--- config.mk ---
export PLATFORM = sky130hd
export DESIGN_NAME = rcwd_top
export DESIGN_NICKNAME = d
export VERILOG_FILES = /design/src/rtl/rcwd_pkg.sv /design/src/rtl/rcwd_sync.sv /design/src/rtl/rcwd_top.sv
export SDC_FILE = /design/constraint.sdc
export NUM_CORES = 1
export LEC_CHECK = 0
export ABC_CLOCK_PERIOD_IN_PS = 3700
export BUFFER_PORTS_ARGS = -buffer_cell sky130_fd_sc_hd__buf_2
export CAP_MARGIN = 40
export CORE_ASPECT_RATIO = 2
export CORE_MARGIN = 1
export CORE_UTILIZATION = 62
export CTS_BUF_LIST = sky130_fd_sc_hd__clkbuf_2 sky130_fd_sc_hd__clkbuf_4 sky130_fd_sc_hd__clkbuf_8
export DETAILED_ROUTE_END_ITERATION = 16
export PLACE_DENSITY = 0.88
export SYNTH_ARGS = -nofsm -noshare
export SYNTH_HDL_FRONTEND = slang
export SYNTH_HIERARCHICAL = 1
export SYNTH_SLANG_ARGS = --single-unit
--- constraint.sdc ---
create_clock -name clk -period 3.7 [get_ports clk]
set_input_delay 1.11 -clock clk [delete_from_list [all_inputs] [get_ports clk]]
set_output_delay 1.11 -clock clk [all_outputs]
set_load 0.05 [all_outputs]
--- src/rtl/rcwd_pkg.sv ---
// rcwd_pkg: constants of the radio control word decoder.
// assumes the serial word arrives b0 first, address in b13..b15 (b13 msb).
package rcwd_pkg;

  localparam int WORD_W = 16;
  localparam int ADDR_W = 3;
  localparam int CNT_W = 5;
  localparam int DAC_W = 8;
  localparam int SYNC_W = 14;

  // address codes, b13 b14 b15
  localparam logic [2:0] ADDR_POL = 3'h1;
  localparam logic [2:0] ADDR_MODE = 3'h2;
  localparam logic [2:0] ADDR_SECOND = 3'h3;
  localparam logic [2:0] ADDR_FIRST = 3'h4;
  localparam logic [2:0] ADDR_DAC = 3'h5;

  // bit bN of a word sits at shift index 15-N
  localparam int POS_ADDR_HI = 2;
  localparam int POS_FIRST_POL = 9;
  localparam int POS_SECOND_POL = 8;
  localparam int POS_WIDE_POL = 5;
  localparam int POS_TX = 15;
  localparam int POS_RX = 14;
  localparam int POS_OVERRIDE = 13;
  localparam int POS_DAC_EN = 12;
  localparam int POS_STROBE_EN = 11;
  localparam int POS_COMP_EN = 10;
  localparam int POS_FIRST_CUR_MSB = 9;
  localparam int POS_FIRST_CUR_LSB = 8;
  localparam int POS_SECOND_CUR_MSB = 7;
  localparam int POS_SECOND_CUR_LSB = 6;
  localparam int POS_CAL = 5;
  localparam int POS_WIDE_MODE = 4;
  localparam int POS_SECOND_MAIN_HI = 15;
  localparam int POS_SECOND_MAIN_LO = 11;
  localparam int POS_SECOND_SWAL_HI = 10;
  localparam int POS_SECOND_SWAL_LO = 7;
  localparam int POS_REF_HI = 6;
  localparam int POS_REF_LO = 4;
  localparam int POS_FIRST_MAIN_HI = 15;
  localparam int POS_FIRST_MAIN_LO = 10;
  localparam int POS_FIRST_SWAL_HI = 9;
  localparam int POS_FIRST_SWAL_LO = 4;
  localparam int POS_DAC_HI = 11;
  localparam int POS_DAC_LO = 4;

  // power-up values
  localparam logic RST_POL = 1'h1;
  localparam logic [11:0] RST_MODE_WORD = 12'h17F;
  localparam logic [4:0] RST_SECOND_MAIN = 5'h10;
  localparam logic [3:0] RST_SECOND_SWAL = 4'hC;
  localparam logic [2:0] RST_REF_CODE = 3'h1;
  localparam logic [5:0] RST_FIRST_MAIN = 6'h36;
  localparam logic [5:0] RST_FIRST_SWAL = 6'h14;
  localparam logic [7:0] RST_DAC = 8'h00;

  // pump currents in microamps per two-bit code
  localparam logic [11:0] CUR_UA_0 = 12'h0FA;
  localparam logic [11:0] CUR_UA_1 = 12'h1F4;
  localparam logic [11:0] CUR_UA_2 = 12'h3E8;
  localparam logic [11:0] CUR_UA_3 = 12'h7D0;

  // reference ratios
  localparam logic [5:0] REF_DIV_0 = 6'h10;
  localparam logic [5:0] REF_DIV_1 = 6'h20;
  localparam logic [5:0] REF_DIV_2 = 6'h14;
  localparam logic [5:0] REF_DIV_3 = 6'h28;

  localparam logic [5:0] SECOND_PRESCALE = 6'h0E;
  localparam logic [5:0] FIRST_PRESCALE = 6'h28;
  localparam int CAL_TONE_KHZ = 8000;

  typedef enum logic [2:0] {
    RCWD_OFF = 3'b001,
    RCWD_RX = 3'b010,
    RCWD_TX = 3'b100
  } rcwd_mode_t;

endpackage : rcwd_pkg

--- src/rtl/rcwd_sync.sv ---
// rcwd_sync: two-flop synchronisers with edge pulses, one per bit.
// assumes inputs are asynchronous to clk.
`timescale 1ns/1ps
module rcwd_sync #(
  parameter int WIDTH = 1
) (
  input wire logic clk,
  input wire logic arst_n,
  input wire logic [WIDTH-1:0] async_in,
  output logic [WIDTH-1:0] level,
  output logic [WIDTH-1:0] rise,
  output logic [WIDTH-1:0] fall
);
  logic [WIDTH-1:0] meta_q;
  logic [WIDTH-1:0] sync_q;
  logic [WIDTH-1:0] prev_q;

  for (genvar i = 0; i < WIDTH; i++) begin : g_bit
    always_ff @(posedge clk or negedge arst_n) begin
      if (!arst_n) begin
        meta_q[i] <= 1'b0;
        sync_q[i] <= 1'b0;
        prev_q[i] <= 1'b0;
      end else begin
        meta_q[i] <= async_in[i];
        sync_q[i] <= meta_q[i];
        prev_q[i] <= sync_q[i];
      end
    end
    assign level[i] = sync_q[i];
    assign rise[i] = sync_q[i] & ~prev_q[i];
    assign fall[i] = ~sync_q[i] & prev_q[i];
  end
endmodule : rcwd_sync

--- src/rtl/rcwd_top.sv ---
// rcwd_top: decodes serial control words of the radio front end.
// assumes a controller on the three-wire bus, mode pins and strobe pin;
// all pins are asynchronous and are sampled through two flops.
// Function
// (RULE1) override clear: mode follows parallel pins
// (RULE2) override set: parallel mode pins ignored
// (RULE3) serial mode bits: 01 rx, 10 tx, else off
// (RULE4) polarity bit 1 pumps high, 0 low
// (RULE5) dac and comparator enables act independently
// (RULE6) strobe enable 0: only enable pin counts
// (RULE7) strobe enable 1: both pins frame data
// (RULE8) strobe rising edge loads dac, address ignored
// (RULE9) controller never holds both pins low
// (RULE10) first pump current 0.25/0.5/1/2 mA
// (RULE11) second pump current 0.25/0.5/1/2 mA
// (RULE12) controller should pick current codes 10/11
// (RULE13) calibration bit 1 gates tone in standby
// (RULE14) calibration bit 0 suppresses the tone
// (RULE15) wideband mode: 1 dual pfd+xor, 0 xor
// (RULE16) second divide is 14 main plus swallow
// (RULE17) reference code selects 16, 32, 20, 40
// (RULE18) first divide is 40 main plus swallow
// (RULE19) dac word sets threshold and scaled output
// (RULE20) flag high when level exceeds dac threshold
// (RULE21) fields change only after complete word
`timescale 1ns/1ps
module rcwd_top
  import rcwd_pkg::*;
(
  input wire logic clk,
  input wire logic arst_n,
  input wire logic ser_clk,
  input wire logic ser_data,
  input wire logic ser_en_n,
  input wire logic dac_strobe_pin_n,
  input wire logic transmit_select_pin,
  input wire logic receive_select_pin,
  input wire logic [rcwd_pkg::DAC_W-1:0] signal_level,
  output logic tx_on,
  output logic rx_on,
  output logic standby,
  output logic serial_override,
  output logic first_pump_polarity,
  output logic second_pump_polarity,
  output logic wideband_pump_polarity,
  output logic dac_enable,
  output logic comparator_enable,
  output logic dac_strobe_enable,
  output logic first_current_msb,
  output logic first_current_lsb,
  output logic second_current_msb,
  output logic second_current_lsb,
  output logic [11:0] first_pump_current_ua,
  output logic [11:0] second_pump_current_ua,
  output logic cal_tone_enable,
  output logic wideband_detector_mode,
  output logic [4:0] second_main_count,
  output logic [3:0] second_swallow_count,
  output logic [5:0] first_main_count,
  output logic [5:0] first_swallow_count,
  output logic [5:0] ref_ratio,
  output logic [8:0] second_divide,
  output logic [11:0] first_divide,
  output logic [rcwd_pkg::DAC_W-1:0] dac_value,
  output logic [rcwd_pkg::DAC_W-1:0] scaled_dac_output,
  output logic signal_threshold_flag
);
  import rcwd_pkg::*;

  logic [SYNC_W-1:0] pin_async;
  logic [SYNC_W-1:0] pin_lvl;
  logic [SYNC_W-1:0] pin_rise;
  logic [SYNC_W-1:0] pin_fall;

  // enable and strobe enter inverted: reset level is idle, no false edge
  assign pin_async = {signal_level, receive_select_pin,
                      transmit_select_pin, ~dac_strobe_pin_n,
                      ~ser_en_n, ser_data, ser_clk};

  rcwd_sync #(
    .WIDTH(SYNC_W)
  ) u_sync (
    .clk(clk),
    .arst_n(arst_n),
    .async_in(pin_async),
    .level(pin_lvl),
    .rise(pin_rise),
    .fall(pin_fall)
  );

  logic sclk_rise;
  logic sdata;
  logic en_n_s;
  logic en_rise;
  logic en_fall;
  logic strobe_n_s;
  logic strobe_rise;
  logic strobe_fall;
  logic ts_s;
  logic rs_s;
  logic [DAC_W-1:0] level_s;

  assign sclk_rise = pin_rise[0];
  assign sdata = pin_lvl[1];
  assign en_n_s = ~pin_lvl[2];
  assign en_rise = pin_fall[2];
  assign en_fall = pin_rise[2];
  assign strobe_n_s = ~pin_lvl[3];
  assign strobe_rise = pin_fall[3];
  assign strobe_fall = pin_rise[3];
  assign ts_s = pin_lvl[4];
  assign rs_s = pin_lvl[5];
  assign level_s = pin_lvl[13:6];

  // settings held by the decoder
  logic [WORD_W-1:0] sr_q;
  logic [CNT_W-1:0] cnt_q;
  logic first_pol_q;
  logic second_pol_q;
  logic wide_pol_q;
  logic tx_bit_q;
  logic rx_bit_q;
  logic override_q;
  logic dac_en_q;
  logic strobe_en_q;
  logic comp_en_q;
  logic [1:0] first_cur_q;
  logic [1:0] second_cur_q;
  logic cal_q;
  logic wide_mode_q;
  logic [4:0] second_main_q;
  logic [3:0] second_swal_q;
  logic [2:0] ref_code_q;
  logic [5:0] first_main_q;
  logic [5:0] first_swal_q;
  logic [DAC_W-1:0] dac_q;

  logic strobe_active;
  logic frame_active;
  logic frame_start;
  logic word_full;
  logic word_done;
  logic strobe_load;
  logic [ADDR_W-1:0] addr;

  // the strobe pin frames and loads only while strobe enable is set
  assign strobe_active = strobe_en_q & ~strobe_n_s; // [RULE6] [RULE7]
  assign frame_active = ~en_n_s | strobe_active; // [RULE7]
  assign frame_start = en_fall | (strobe_en_q & strobe_fall); // [RULE7]
  assign word_full = cnt_q >= CNT_W'(WORD_W);
  assign word_done = en_rise & word_full; // [RULE21]
  assign strobe_load = strobe_en_q & strobe_rise & word_full; // [RULE8]
  assign addr = sr_q[POS_ADDR_HI:0];

  always_ff @(posedge clk or negedge arst_n) begin
    if (!arst_n) begin
      sr_q <= '0;
    end else if (frame_active && sclk_rise) begin
      sr_q <= {sr_q[WORD_W-2:0], sdata};
    end
  end

  // counter saturates so a long frame keeps its last sixteen bits
  always_ff @(posedge clk or negedge arst_n) begin
    if (!arst_n) begin
      cnt_q <= '0;
    end else if (frame_start) begin
      cnt_q <= '0;
    end else if (frame_active && sclk_rise && !word_full) begin
      cnt_q <= cnt_q + CNT_W'(1);
    end
  end

  always_ff @(posedge clk or negedge arst_n) begin
    if (!arst_n) begin
      first_pol_q <= RST_POL;
      second_pol_q <= RST_POL;
      wide_pol_q <= RST_POL;
    end else if (word_done && addr == ADDR_POL) begin
      first_pol_q <= sr_q[POS_FIRST_POL]; // [RULE4]
      second_pol_q <= sr_q[POS_SECOND_POL]; // [RULE4]
      wide_pol_q <= sr_q[POS_WIDE_POL]; // [RULE4]
    end
  end

  always_ff @(posedge clk or negedge arst_n) begin
    if (!arst_n) begin
      tx_bit_q <= RST_MODE_WORD[11];
      rx_bit_q <= RST_MODE_WORD[10];
      override_q <= RST_MODE_WORD[9];
      dac_en_q <= RST_MODE_WORD[8];
      strobe_en_q <= RST_MODE_WORD[7];
      comp_en_q <= RST_MODE_WORD[6];
      first_cur_q <= RST_MODE_WORD[5:4];
      second_cur_q <= RST_MODE_WORD[3:2];
      cal_q <= RST_MODE_WORD[1];
      wide_mode_q <= RST_MODE_WORD[0];
    end else if (word_done && addr == ADDR_MODE) begin
      tx_bit_q <= sr_q[POS_TX];
      rx_bit_q <= sr_q[POS_RX];
      override_q <= sr_q[POS_OVERRIDE];
      dac_en_q <= sr_q[POS_DAC_EN]; // [RULE5]
      strobe_en_q <= sr_q[POS_STROBE_EN];
      comp_en_q <= sr_q[POS_COMP_EN]; // [RULE5]
      first_cur_q <= {sr_q[POS_FIRST_CUR_MSB], sr_q[POS_FIRST_CUR_LSB]};
      second_cur_q <= {sr_q[POS_SECOND_CUR_MSB], sr_q[POS_SECOND_CUR_LSB]};
      cal_q <= sr_q[POS_CAL];
      wide_mode_q <= sr_q[POS_WIDE_MODE]; // [RULE15]
    end
  end

  always_ff @(posedge clk or negedge arst_n) begin
    if (!arst_n) begin
      second_main_q <= RST_SECOND_MAIN;
      second_swal_q <= RST_SECOND_SWAL;
      ref_code_q <= RST_REF_CODE;
    end else if (word_done && addr == ADDR_SECOND) begin
      second_main_q <= sr_q[POS_SECOND_MAIN_HI:POS_SECOND_MAIN_LO];
      second_swal_q <= sr_q[POS_SECOND_SWAL_HI:POS_SECOND_SWAL_LO];
      ref_code_q <= sr_q[POS_REF_HI:POS_REF_LO]; // [RULE17]
    end
  end

  always_ff @(posedge clk or negedge arst_n) begin
    if (!arst_n) begin
      first_main_q <= RST_FIRST_MAIN;
      first_swal_q <= RST_FIRST_SWAL;
    end else if (word_done && addr == ADDR_FIRST) begin
      first_main_q <= sr_q[POS_FIRST_MAIN_HI:POS_FIRST_MAIN_LO];
      first_swal_q <= sr_q[POS_FIRST_SWAL_HI:POS_FIRST_SWAL_LO];
    end
  end

  // a strobe load takes the shifted bits whatever the address says
  always_ff @(posedge clk or negedge arst_n) begin
    if (!arst_n) begin
      dac_q <= RST_DAC;
    end else if (strobe_load) begin
      dac_q <= sr_q[POS_DAC_HI:POS_DAC_LO]; // [RULE8]
    end else if (word_done && addr == ADDR_DAC) begin
      dac_q <= sr_q[POS_DAC_HI:POS_DAC_LO]; // [RULE19]
    end
  end

  // operating mode
  rcwd_mode_t mode_d;
  rcwd_mode_t mode_q;

  always_comb begin
    mode_d = RCWD_OFF;
    if (override_q) begin
      case ({tx_bit_q, rx_bit_q}) // [RULE2] [RULE3]
        2'b01: mode_d = RCWD_RX;
        2'b10: mode_d = RCWD_TX;
        default: mode_d = RCWD_OFF;
      endcase
    end else begin
      // both pins high is treated as standby
      case ({ts_s, rs_s}) // [RULE1]
        2'b01: mode_d = RCWD_RX;
        2'b10: mode_d = RCWD_TX;
        default: mode_d = RCWD_OFF;
      endcase
    end
  end

  always_ff @(posedge clk or negedge arst_n) begin
    if (!arst_n) begin
      mode_q <= RCWD_OFF;
    end else begin
      mode_q <= mode_d;
    end
  end

  always_comb begin
    tx_on = 1'b0;
    rx_on = 1'b0;
    standby = 1'b0;
    case (mode_q)
      RCWD_TX: tx_on = 1'b1;
      RCWD_RX: rx_on = 1'b1;
      RCWD_OFF: standby = 1'b1;
      default: standby = 1'b1;
    endcase
  end

  function automatic logic [11:0] cur_ua(input logic [1:0] code);
    case (code)
      2'b00: cur_ua = CUR_UA_0;
      2'b01: cur_ua = CUR_UA_1;
      2'b10: cur_ua = CUR_UA_2;
      default: cur_ua = CUR_UA_3;
    endcase
  endfunction : cur_ua

  logic [11:0] first_ua_q;
  logic [11:0] second_ua_q;
  logic [5:0] ref_ratio_q;
  logic [8:0] second_div_q;
  logic [11:0] first_div_q;
  logic flag_q;
  logic cal_tone_q;

  always_ff @(posedge clk or negedge arst_n) begin
    if (!arst_n) begin
      first_ua_q <= CUR_UA_3;
      second_ua_q <= CUR_UA_3;
    end else begin
      first_ua_q <= cur_ua(first_cur_q); // [RULE10]
      second_ua_q <= cur_ua(second_cur_q); // [RULE11]
    end
  end

  // codes with b9 set are undefined and give ratio 0
  always_ff @(posedge clk or negedge arst_n) begin
    if (!arst_n) begin
      ref_ratio_q <= REF_DIV_1;
    end else begin
      case (ref_code_q) // [RULE17]
        3'h0: ref_ratio_q <= REF_DIV_0;
        3'h1: ref_ratio_q <= REF_DIV_1;
        3'h2: ref_ratio_q <= REF_DIV_2;
        3'h3: ref_ratio_q <= REF_DIV_3;
        default: ref_ratio_q <= '0;
      endcase
    end
  end

  always_ff @(posedge clk or negedge arst_n) begin
    if (!arst_n) begin
      second_div_q <= '0;
      first_div_q <= '0;
    end else begin
      second_div_q <= 9'(SECOND_PRESCALE) * 9'(second_main_q) +
                      9'(second_swal_q); // [RULE16]
      first_div_q <= 12'(FIRST_PRESCALE) * 12'(first_main_q) +
                     12'(first_swal_q); // [RULE18]
    end
  end

  // tone gate only; the tone itself comes from the analogue divider
  always_ff @(posedge clk or negedge arst_n) begin
    if (!arst_n) begin
      cal_tone_q <= 1'b0;
    end else begin
      cal_tone_q <= cal_q & (mode_d == RCWD_OFF); // [RULE13] [RULE14]
    end
  end

  // flag reads zero while the comparator is switched off
  always_ff @(posedge clk or negedge arst_n) begin
    if (!arst_n) begin
      flag_q <= 1'b0;
    end else begin
      flag_q <= comp_en_q & (level_s > dac_q); // [RULE20]
    end
  end

  assign serial_override = override_q;
  assign first_pump_polarity = first_pol_q;
  assign second_pump_polarity = second_pol_q;
  assign wideband_pump_polarity = wide_pol_q;
  assign dac_enable = dac_en_q;
  assign comparator_enable = comp_en_q;
  assign dac_strobe_enable = strobe_en_q;
  assign first_current_msb = first_cur_q[1];
  assign first_current_lsb = first_cur_q[0];
  assign second_current_msb = second_cur_q[1];
  assign second_current_lsb = second_cur_q[0];
  assign first_pump_current_ua = first_ua_q;
  assign second_pump_current_ua = second_ua_q;
  assign cal_tone_enable = cal_tone_q;
  assign wideband_detector_mode = wide_mode_q;
  assign second_main_count = second_main_q;
  assign second_swallow_count = second_swal_q;
  assign first_main_count = first_main_q;
  assign first_swallow_count = first_swal_q;
  assign ref_ratio = ref_ratio_q;
  assign second_divide = second_div_q;
  assign first_divide = first_div_q;
  assign dac_value = dac_q;
  // scaled output is the dac code, zero while the dac is off
  assign scaled_dac_output = dac_en_q ? dac_q : '0; // [RULE19] [RULE5]
  assign signal_threshold_flag = flag_q;

endmodule : rcwd_top

==> results of run 1 <==
[cell type report]
type | instances | area, um2 | share of cell area
flip-flops and latches | 145 | 3670 | 0.512
multi-input cells | 249 | 2170 | 0.303
repair buffers | 113 | 596 | 0.0831
clock buffers | 22 | 290 | 0.0405
inverters | 33 | 124 | 0.0173
well taps | 130 | 163 | 0.0227
clock inverters | 10 | 156 | 0.0218
[final timing paths]
| kind | to | slack, ps |
|---|---|---|
| worst max register to register | second_divide[8] | 1000 |
| max in group asynchronous | second_swallow_count[2] | 2160 |
| worst min register to register | u_sync/level[0] | 350 |
| worst max-delay path | second_divide[8] | 1000 |
| min in group asynchronous | second_swallow_count[1] | 690 |
| worst min-delay path | u_sync/level[0] | 350 |
[metal layers]
metal  global-route usage  vias up  share of wire
met1                0.246     1880           0.32
met3               0.0724       51          0.034
met2                0.499      123           0.59
met5                    0        -              0
li1                     -     1669              -
met4                0.174        0          0.056
[placed cells by master, fill, tap and decap left out, types with 3 or more instances in the layout]
cell type	n
dfrtp_1	114
buf_2	109
mux2_2	50
ha_1	35
inv_1	33
dfstp_2	31
nor2_1	21
nand2_1	20
clkbuf_8	20
xor2_1	12
o21ai_0	11
a21oi_1	10
conb_1	10
xnor2_1	9
and2_1	9
a21o_1	8
fa_1	8
mux2_4	6
and2b_2	5
nand3_1	4
clkinv_2	4
bufinv_16	4
nor3b_1	3
nor2b_1	3
nand4_1	3
[flip-flops by register name, summed over array words and instances (netlist names), 6 cells and up]
register                flops
first_divide               12
second_pump_current_ua      8
u_sync/meta_q              14
u_sync/level               14
first_swallow_count         6
dac_value                   8
second_divide               9
first_main_count            6
sr_q                       16
first_pump_current_ua       8
[per-stage QoR]
| stage | util | std cells | hold WS (ps) | setup slack, ps |
|---|---|---|---|---|
| floorplan | - | 445 | 331 | 429 |
| global placement | 0.710 | 669 | 332 | 1250 |
| detailed placement | 0.711 | 670 | 337 | 1050 |
| CTS | 0.759 | 702 | 354 | 992 |
| global route | 0.759 | 702 | 357 | 875 |
| finish | 0.759 | 702 | 349 | 1000 |
[power by group through the flow]
| stage | clock network, W | logic [W] | registers, W |
|---|---|---|---|
| 6_report | 0.00137 | 0.000158 | 0.00175 |
| 5_1_grt | 0.00147 | 0.000175 | 0.00176 |
| 3_3_place_gp | 0 | 0.000149 | 0.00177 |
| 2_1_floorplan | 0 | 0.000113 | 0.00173 |
| 3_5_place_dp | 0 | 0.000159 | 0.00178 |
| 4_1_cts | 0.00139 | 0.000161 | 0.00175 |
[worst max-delay path, cell delays in order, from the launching register on]
cell and delay (ps):
dfrtp_1 450, fa_1 570, ha_1 200, inv_1 80
fa_1 400, nand2b_1 160, a21oi_1 170, xor2_1 250
nand3_1 130, xor2_1 160
==> flow_summary.ini, run 1 <==
[setup_path]
timing.rr.start = second_main_count[0]
arrival_ps = 3010
critPathMaxFanout = 5
critPathLaunchType = flip-flop
required_ps = 4020
crit_start = second_main_count[0]
reg2reg_depth = 9
worstSetupPathType = flip-flop to flip-flop
crit_path_end_kind = flip-flop

[sta]
finClkSkew_ps = 16.5
slew_violations = 0
hold_viol = 0
setup_violations = 0
slew_headroom = 0.464
tightest_slew_ps = 804
fmax_mhz = 371
period_share = 0.728
tns_ps = 0
min_period_ps = 2700
rsz0062_at_grt = false

[clock_tree]
cts-buffers-inserted = 17
ctsHtreeMaxLevel = 4
cts_buffer_depth = 2
hold_buffers = 0
clock-sinks = 145
cts_resized = 0
post_cts_buffers = 0
worstSkewPairLatency_ps = 440
cts_root_buffer = clkbuf_8
cts_tree = done
clkTransAtPathRegs_ps = 80

[place]
finalWeightedCongestion = 0.826
hpwl_um = 8520
io_buffers = 110
dpl_cell_area_um2 = 6720

[detailed_routing]
vias = 3723
drt_iter0_markers = 128
drt_wl_total_um = 12400
drt_first_pass_iters = 4
drc = 0
viasPerCell = 5.30
ant_nets = 0
wl_per_cell_um = 17.6

[cells_and_area]
drive_above_1_share = 0.427
fillCellCount = 577
nets = 618
area_growth_pct = 18.3
diodes = 0
fin_area_um2 = 7170

[yosys]
syn_area_per_cell_um2 = 13.9
yosysWarningCount = 6
netlist_area_um2 = 6060
syn_inst = 437

[global_route]
antenna_found_initial = 0
grt_pass1_vias = 4116
grt_remaining_overflow = 0
grt.total_usage = 0.269
grt_pass1_wl_um = 19900
grt_max_degree = 85

[die]
fp.dieW_um = 71.9
die_h_um = 142
initial_core_util = 0.641
die_area_um2 = 10200
coreArea_um2 = 9450
rows = 50
pin_count = 121

[power_and_ir_drop]
p_per_area_nw_per_um2 = 458
finalPower_w = 0.00328
p_clk_frac = 0.418
netSwitchingFraction = 0.233
peakVddDrop_mv = 0.478
pwr-share-seq = 0.534
power.switching_w = 0.000766
power.leakage_nw = 3.80
p_comb_frac = 0.048
p_int_w = 0.00252

[outcome]
status = finished, final reports clean

[run]
drv_cap = 0

[worst_hold_path]
whs_path_depth = 0
min_path_type = flip-flop to flip-flop
hp-start = u_sync/meta_q[0]
Power figures use the tool's default switching activity.
==> run 2: changes to the inputs <==
--- a/config.mk
+++ b/config.mk
@@ -5,15 +5,16 @@
 export SDC_FILE = /design/constraint.sdc
 export NUM_CORES = 1
 export LEC_CHECK = 0
-export ABC_CLOCK_PERIOD_IN_PS = 3700
+export ABC_AREA = 1
+export ABC_CLOCK_PERIOD_IN_PS = 2260
 export BUFFER_PORTS_ARGS = -buffer_cell sky130_fd_sc_hd__buf_2
 export CAP_MARGIN = 40
 export CORE_ASPECT_RATIO = 2
 export CORE_MARGIN = 1
-export CORE_UTILIZATION = 62
+export CORE_UTILIZATION = 52
 export CTS_BUF_LIST = sky130_fd_sc_hd__clkbuf_2 sky130_fd_sc_hd__clkbuf_4 sky130_fd_sc_hd__clkbuf_8
 export DETAILED_ROUTE_END_ITERATION = 16
-export PLACE_DENSITY = 0.88
+export PLACE_DENSITY = 0.78
 export SYNTH_ARGS = -nofsm -noshare
 export SYNTH_HDL_FRONTEND = slang
 export SYNTH_HIERARCHICAL = 1
==> constraint.sdc (replaced) <==
create_clock -name clk -period 2.26 [get_ports clk]
set_input_delay 0.678 -clock clk [delete_from_list [all_inputs] [get_ports clk]]
set_output_delay 0.678 -clock clk [all_outputs]
set_load 0.05 [all_outputs]
==> flow_summary.ini, run 2 <==
[clock_tree]
ctsHtreeMaxLevel = 4
hold_buffers = 0
clkTransAtPathRegs_ps = 80
cts_tree = done
cts_root_buffer = clkbuf_8
clock-sinks = 145
cts_buffer_depth = 2
cts-buffers-inserted = 17
worstSkewPairLatency_ps = 430

[global_route]
grt_pass1_vias = 4382
grt_max_degree = 63
antenna_found_initial = 0
grt_pass1_wl_um = 20000
grt.total_usage = 0.212
grt_remaining_overflow = 0

[detailed_routing]
drt_first_pass_iters = 4
drc = 0
vias = 4393
viasPerCell = 5.04
drt_wl_total_um = 12300
wl_per_cell_um = 14.1
drt_iter0_markers = 239
ant_nets = 0

[sta]
tns_ps = -72.0
slew_violations = 0
setup_violations = 2
setup_ws_ps = -56.2
fmax_mhz = 432
hold_viol = 0
tightest_slew_ps = 538
hold_ws_ps = 142
rsz0062_at_grt = true
min_period_ps = 2320
period_share = 1.02
finClkSkew_ps = 13.9
slew_headroom = 0.641

[setup_path]
crit_path_end_kind = flip-flop
crit_family = adder cells
critPathLaunchType = flip-flop
critPathMaxStageDelay_ps = 540
arrival_ps = 2640
cp_common_cell = nand2_1
reg2reg_depth = 10
critPathMaxFanout = 3
r2r_slack_ps = -60
timing.rr.start = second_main_count[0]
crit_chain = fa_1 > ha_2 > inv_2 > fa_2 > xnor2_2 > inv_1 > nor2_2 > nand2_1 > nand2_1 > nand2_1
critPathBufInv = 2
r2r_end = second_divide[7]
required_ps = 2590
cp_slowest_cell = fa_1
worstSetupPathType = flip-flop to flip-flop

[place]
finalWeightedCongestion = 0.802
hpwl_um = 8910
place_ws_ps = -50.7
post-place-cells = 835
io_buffers = 110

[die]
coreArea_um2 = 11600
initial_core_util = 0.532
rows = 56
pin_count = 121
die_area_um2 = 12400
fp.dieW_um = 79.2
die_h_um = 156

[power_and_ir_drop]
power.switching_w = 0.00129
pwr-share-seq = 0.552
p_int_w = 0.00370
netSwitchingFraction = 0.258
p_comb_frac = 0.065
power.leakage_nw = 3.84
peakVddDrop_mv = 0.545
p_clk_frac = 0.383
p_per_area_nw_per_um2 = 681

[worst_hold_path]
min_path_type = primary input to asynchronous set/reset pin

[cells_and_area]
diodes = 0
area_growth_pct = 18.2
largest_reg_flops = 16
drive_above_1_share = 0.310
layout_common_cells = nand2_1 (126), dfrtp_1 (109), buf_2 (109)
final_common_cell = nand2_1
finalNonFillerCells = 871
regMostFlops = sr_q
nets = 772

[yosys]
syn_area_per_cell_um2 = 10.5
yosysWarningCount = 6
netlist_area_um2 = 6190
syn_inst = 590

[outcome]
status = complete, but fails checks
violations = negative setup slack

[run]
drv_cap = 0
[run 2: cell count changes in the layout (fill, tap and decap cells not counted), sizes merged, moves of 5 or more]
cell	change
mux2	-57
nor2	+7
a21oi	+7
inv	+52
xnor2	-5
o21ai	+55
and2	-9
nand2	+109
buf	+6
xor2	-6
nand3	+20
and2b	-5
a21o	-7
[run 2: worst max path at each step]
stage	start	endpoint	slack [ps]	cells past startpoint
2_1_floorplan	second_main_count[0]	second_divide[8]	-60	10
3_3_place_gp	second_main_count[1]	second_divide[8]	40	10
3_5_place_dp	second_main_count[1]	second_divide[8]	-50	10
4_1_cts	second_main_count[1]	second_divide[8]	5	10
5_1_grt	second_main_count[0]	second_divide[7]	-150	10
6_report	second_main_count[0]	second_divide[7]	-60	10
[run 2: layout make-up]
cell class / count / area, um2
Fill cell: 986 / 4310
Timing Repair Buffer: 119 / 637
Clock buffer: 20 / 269
Sequential cell: 145 / 3680
Clock inverter: 12 / 109
Tap cell: 145 / 181
Inverter: 83 / 312
Multi-Input combinational cell: 347 / 2140
[run 2: per-stage QoR]
stage,utilization,cell area [um2],total power [W]
floorplan,-,6280,0.00298
global placement,0.592,6890,0.00311
detailed placement,0.592,6890,0.00313
CTS,0.627,7290,0.00503
global route,0.630,7320,0.00520
finish,0.630,7320,0.00499
[run 2: repair_timing]
item | in CTS | in global routing
pin swaps | 2 | 2
gates resized for setup | 1 | 6
endpoints found under the setup margin | 4 | 4
buffers inserted | 2 | 2
[run 2: metal layers]
metal	wire length [um]	vias to the layer above	GRT usage
li1	-	2086	-
met1	4430	2157	0.213
met2	7030	126	0.400
met3	489	24	0.0490
met4	358	0	0.0978
met5	0	-	0
[run 2: power by group through the flow]
stage / clock (W) / combinational (W) / sequential [W]
finish: 0.00191 / 0.000325 / 0.00275
global route: 0.00207 / 0.000363 / 0.00276
CTS: 0.00195 / 0.000333 / 0.00275
detailed placement: 0 / 0.000333 / 0.00280
global placement: 0 / 0.000316 / 0.00279
floorplan: 0 / 0.000199 / 0.00278
==> run 3: changes to the inputs <==
--- a/config.mk
+++ b/config.mk
@@ -15,6 +15,7 @@
 export CTS_BUF_LIST = sky130_fd_sc_hd__clkbuf_2 sky130_fd_sc_hd__clkbuf_4 sky130_fd_sc_hd__clkbuf_8
 export DETAILED_ROUTE_END_ITERATION = 16
 export PLACE_DENSITY = 0.78
+export REMOVE_ABC_BUFFERS = 1
 export SYNTH_ARGS = -nofsm -noshare
 export SYNTH_HDL_FRONTEND = slang
 export SYNTH_HIERARCHICAL = 1
==> flow_summary.ini, run 3 (synthesis results as in run 2) <==
[outcome]
status = complete, but fails checks
violations = negative setup slack

[place]
hpwl_um = 9100
post-place-cells = 839
finalWeightedCongestion = 0.849
dpl_cell_area_um2 = 6870
io_buffers = 110

[sta]
hold_viol = 0
setup_ws_ps = -52.3
slew_violations = 0
tns_ps = -95.6
min_period_ps = 2310
finClkSkew_ps = 13.2
slew_headroom = 0.608
rsz0062_at_grt = true
period_share = 1.02
fmax_mhz = 432
tightest_slew_ps = 587
setup_violations = 4

[setup_path]
critPathLaunchType = flip-flop
crit_start = second_main_count[1]
worstSetupPathType = flip-flop to flip-flop
arrival_ps = 2700
reg2reg_depth = 9
r2r_slack_ps = -50
timing.rr.start = second_main_count[1]
required_ps = 2650
r2r_end = second_divide[8]
crit_end = second_divide[8]
critPathMaxFanout = 3
crit_path_end_kind = flip-flop

[die]
die_h_um = 156
pin_count = 121
rows = 56
coreArea_um2 = 11600
die_area_um2 = 12400
initial_core_util = 0.532
fp.dieW_um = 79.2

[cells_and_area]
fin_area_um2 = 7440
layout_common_cells = nand2_1 (122), dfrtp_1 (113), buf_2 (106)
fillCellCount = 969
area_growth_pct = 20.1
largest_reg_flops = 16
nets = 778
regMostFlops = sr_q
drive_above_1_share = 0.320
final_common_cell = nand2_1
diodes = 0
finalNonFillerCells = 877

[power_and_ir_drop]
power.leakage_nw = 3.90
p_per_area_nw_per_um2 = 679
peakVddDrop_mv = 0.545

[detailed_routing]
drc = 0
vias = 4341
drt_wl_total_um = 12700
ant_nets = 0
wl_per_cell_um = 14.5
drt_iter0_markers = 198
viasPerCell = 4.95
drt_first_pass_iters = 4

[global_route]
grt.total_usage = 0.219
grt_max_degree = 57
grt_remaining_overflow = 0
antenna_found_initial = 0
grt_pass1_wl_um = 20300
grt_pass1_vias = 4359

[run]
drv_cap = 0

[clock_tree]
cts_buffer_depth = 2
worstSkewPairLatency_ps = 440
hold_buffers = 0
cts_tree = done
clkTransAtPathRegs_ps = 90
ctsHtreeMaxLevel = 4
cts-buffers-inserted = 17
clock-sinks = 145
cts_root_buffer = clkbuf_8

[worst_hold_path]
min_path_type = primary input to asynchronous set/reset pin
## run 3: changes by cell type in the layout (fill, tap and decap cells not counted), moves of 3 or more
cell / delta
clkinv_4: +5
dfrtp_2: -4
clkinvlp_4: -4
clkinv_2: -3
nand2_2: +4
buf_4: +6
inv_6: +3
nand2_1: -4
buf_2: -3
dfrtp_1: +4
## run 3: how the worst min path moves through the flow
| stage | endpoint | slack [ps] | depth (start not counted) |
|---|---|---|---|
| after floorplan | u_sync/level[0] | 330 | 0 |
| after global placement | u_sync/level[8] | 330 | 0 |
| after detailed placement | u_sync/level[11] | 330 | 0 |
| after CTS | first_pump_current_ua[5] | 150 | 1 |
| after global routing | first_pump_current_ua[5] | 170 | 1 |
| final | first_pump_current_ua[5] | 160 | 1 |
## run 3: report_power, final
group | leakage, nW | internal [W] | total (W) | switching (W)
registers | 1.79 | 0.00269 | 0.00275 | 0.0000594
clock network | 0.197 | 0.000933 | 0.00199 | 0.00105
logic | 1.92 | 0.0000684 | 0.000320 | 0.000252
## run 3: final cells by class
cell class	instances	area [um2]	share of cell area
Clock buffer	18	248	0.0333
Clock inverter	14	145	0.0195
Inverter	83	312	0.0419
Multi-Input combinational cell	347	2170	0.292
Sequential cell	145	3670	0.493
Tap cell	145	181	0.0244
Timing Repair Buffer	125	709	0.0954
## run 3: timing repair
item / CTS / global route
endpoints found under the setup margin: 4 / 8
pin swaps: 1 / 17
gates resized for setup: 6 / 29
buffers inserted: 1 / 5
## run 3: through the flow
step	setup WS, ps	hold WS [ps]	power (W)	util
floorplan	-569	331	0.00296	-
global placement	35.4	333	0.00310	0.591
detailed placement	-74.9	335	0.00312	0.591
CTS	-6.51	153	0.00510	0.627
global route	-166	173	0.00526	0.640
finish	-52.3	160	0.00505	0.640
## run 3: worst max-delay path: stages (launching register included)
cell and delay (ps):
dfrtp_2 440, fa_1 560, ha_2 190, inv_2 50
fa_2 410, xnor2_4 180, nand3_2 150, nor2_2 130
nand3_1 90, nand2_1 70
## run 3: per-layer routing
layer / GRT usage / wire, um / up-vias
met5: 0 / 0 / -
met4: 0.115 / 309 / 0
met3: 0.0525 / 438 / 25
met2: 0.410 / 7590 / 123
met1: 0.217 / 4380 / 2087
li1: - / - / 2106
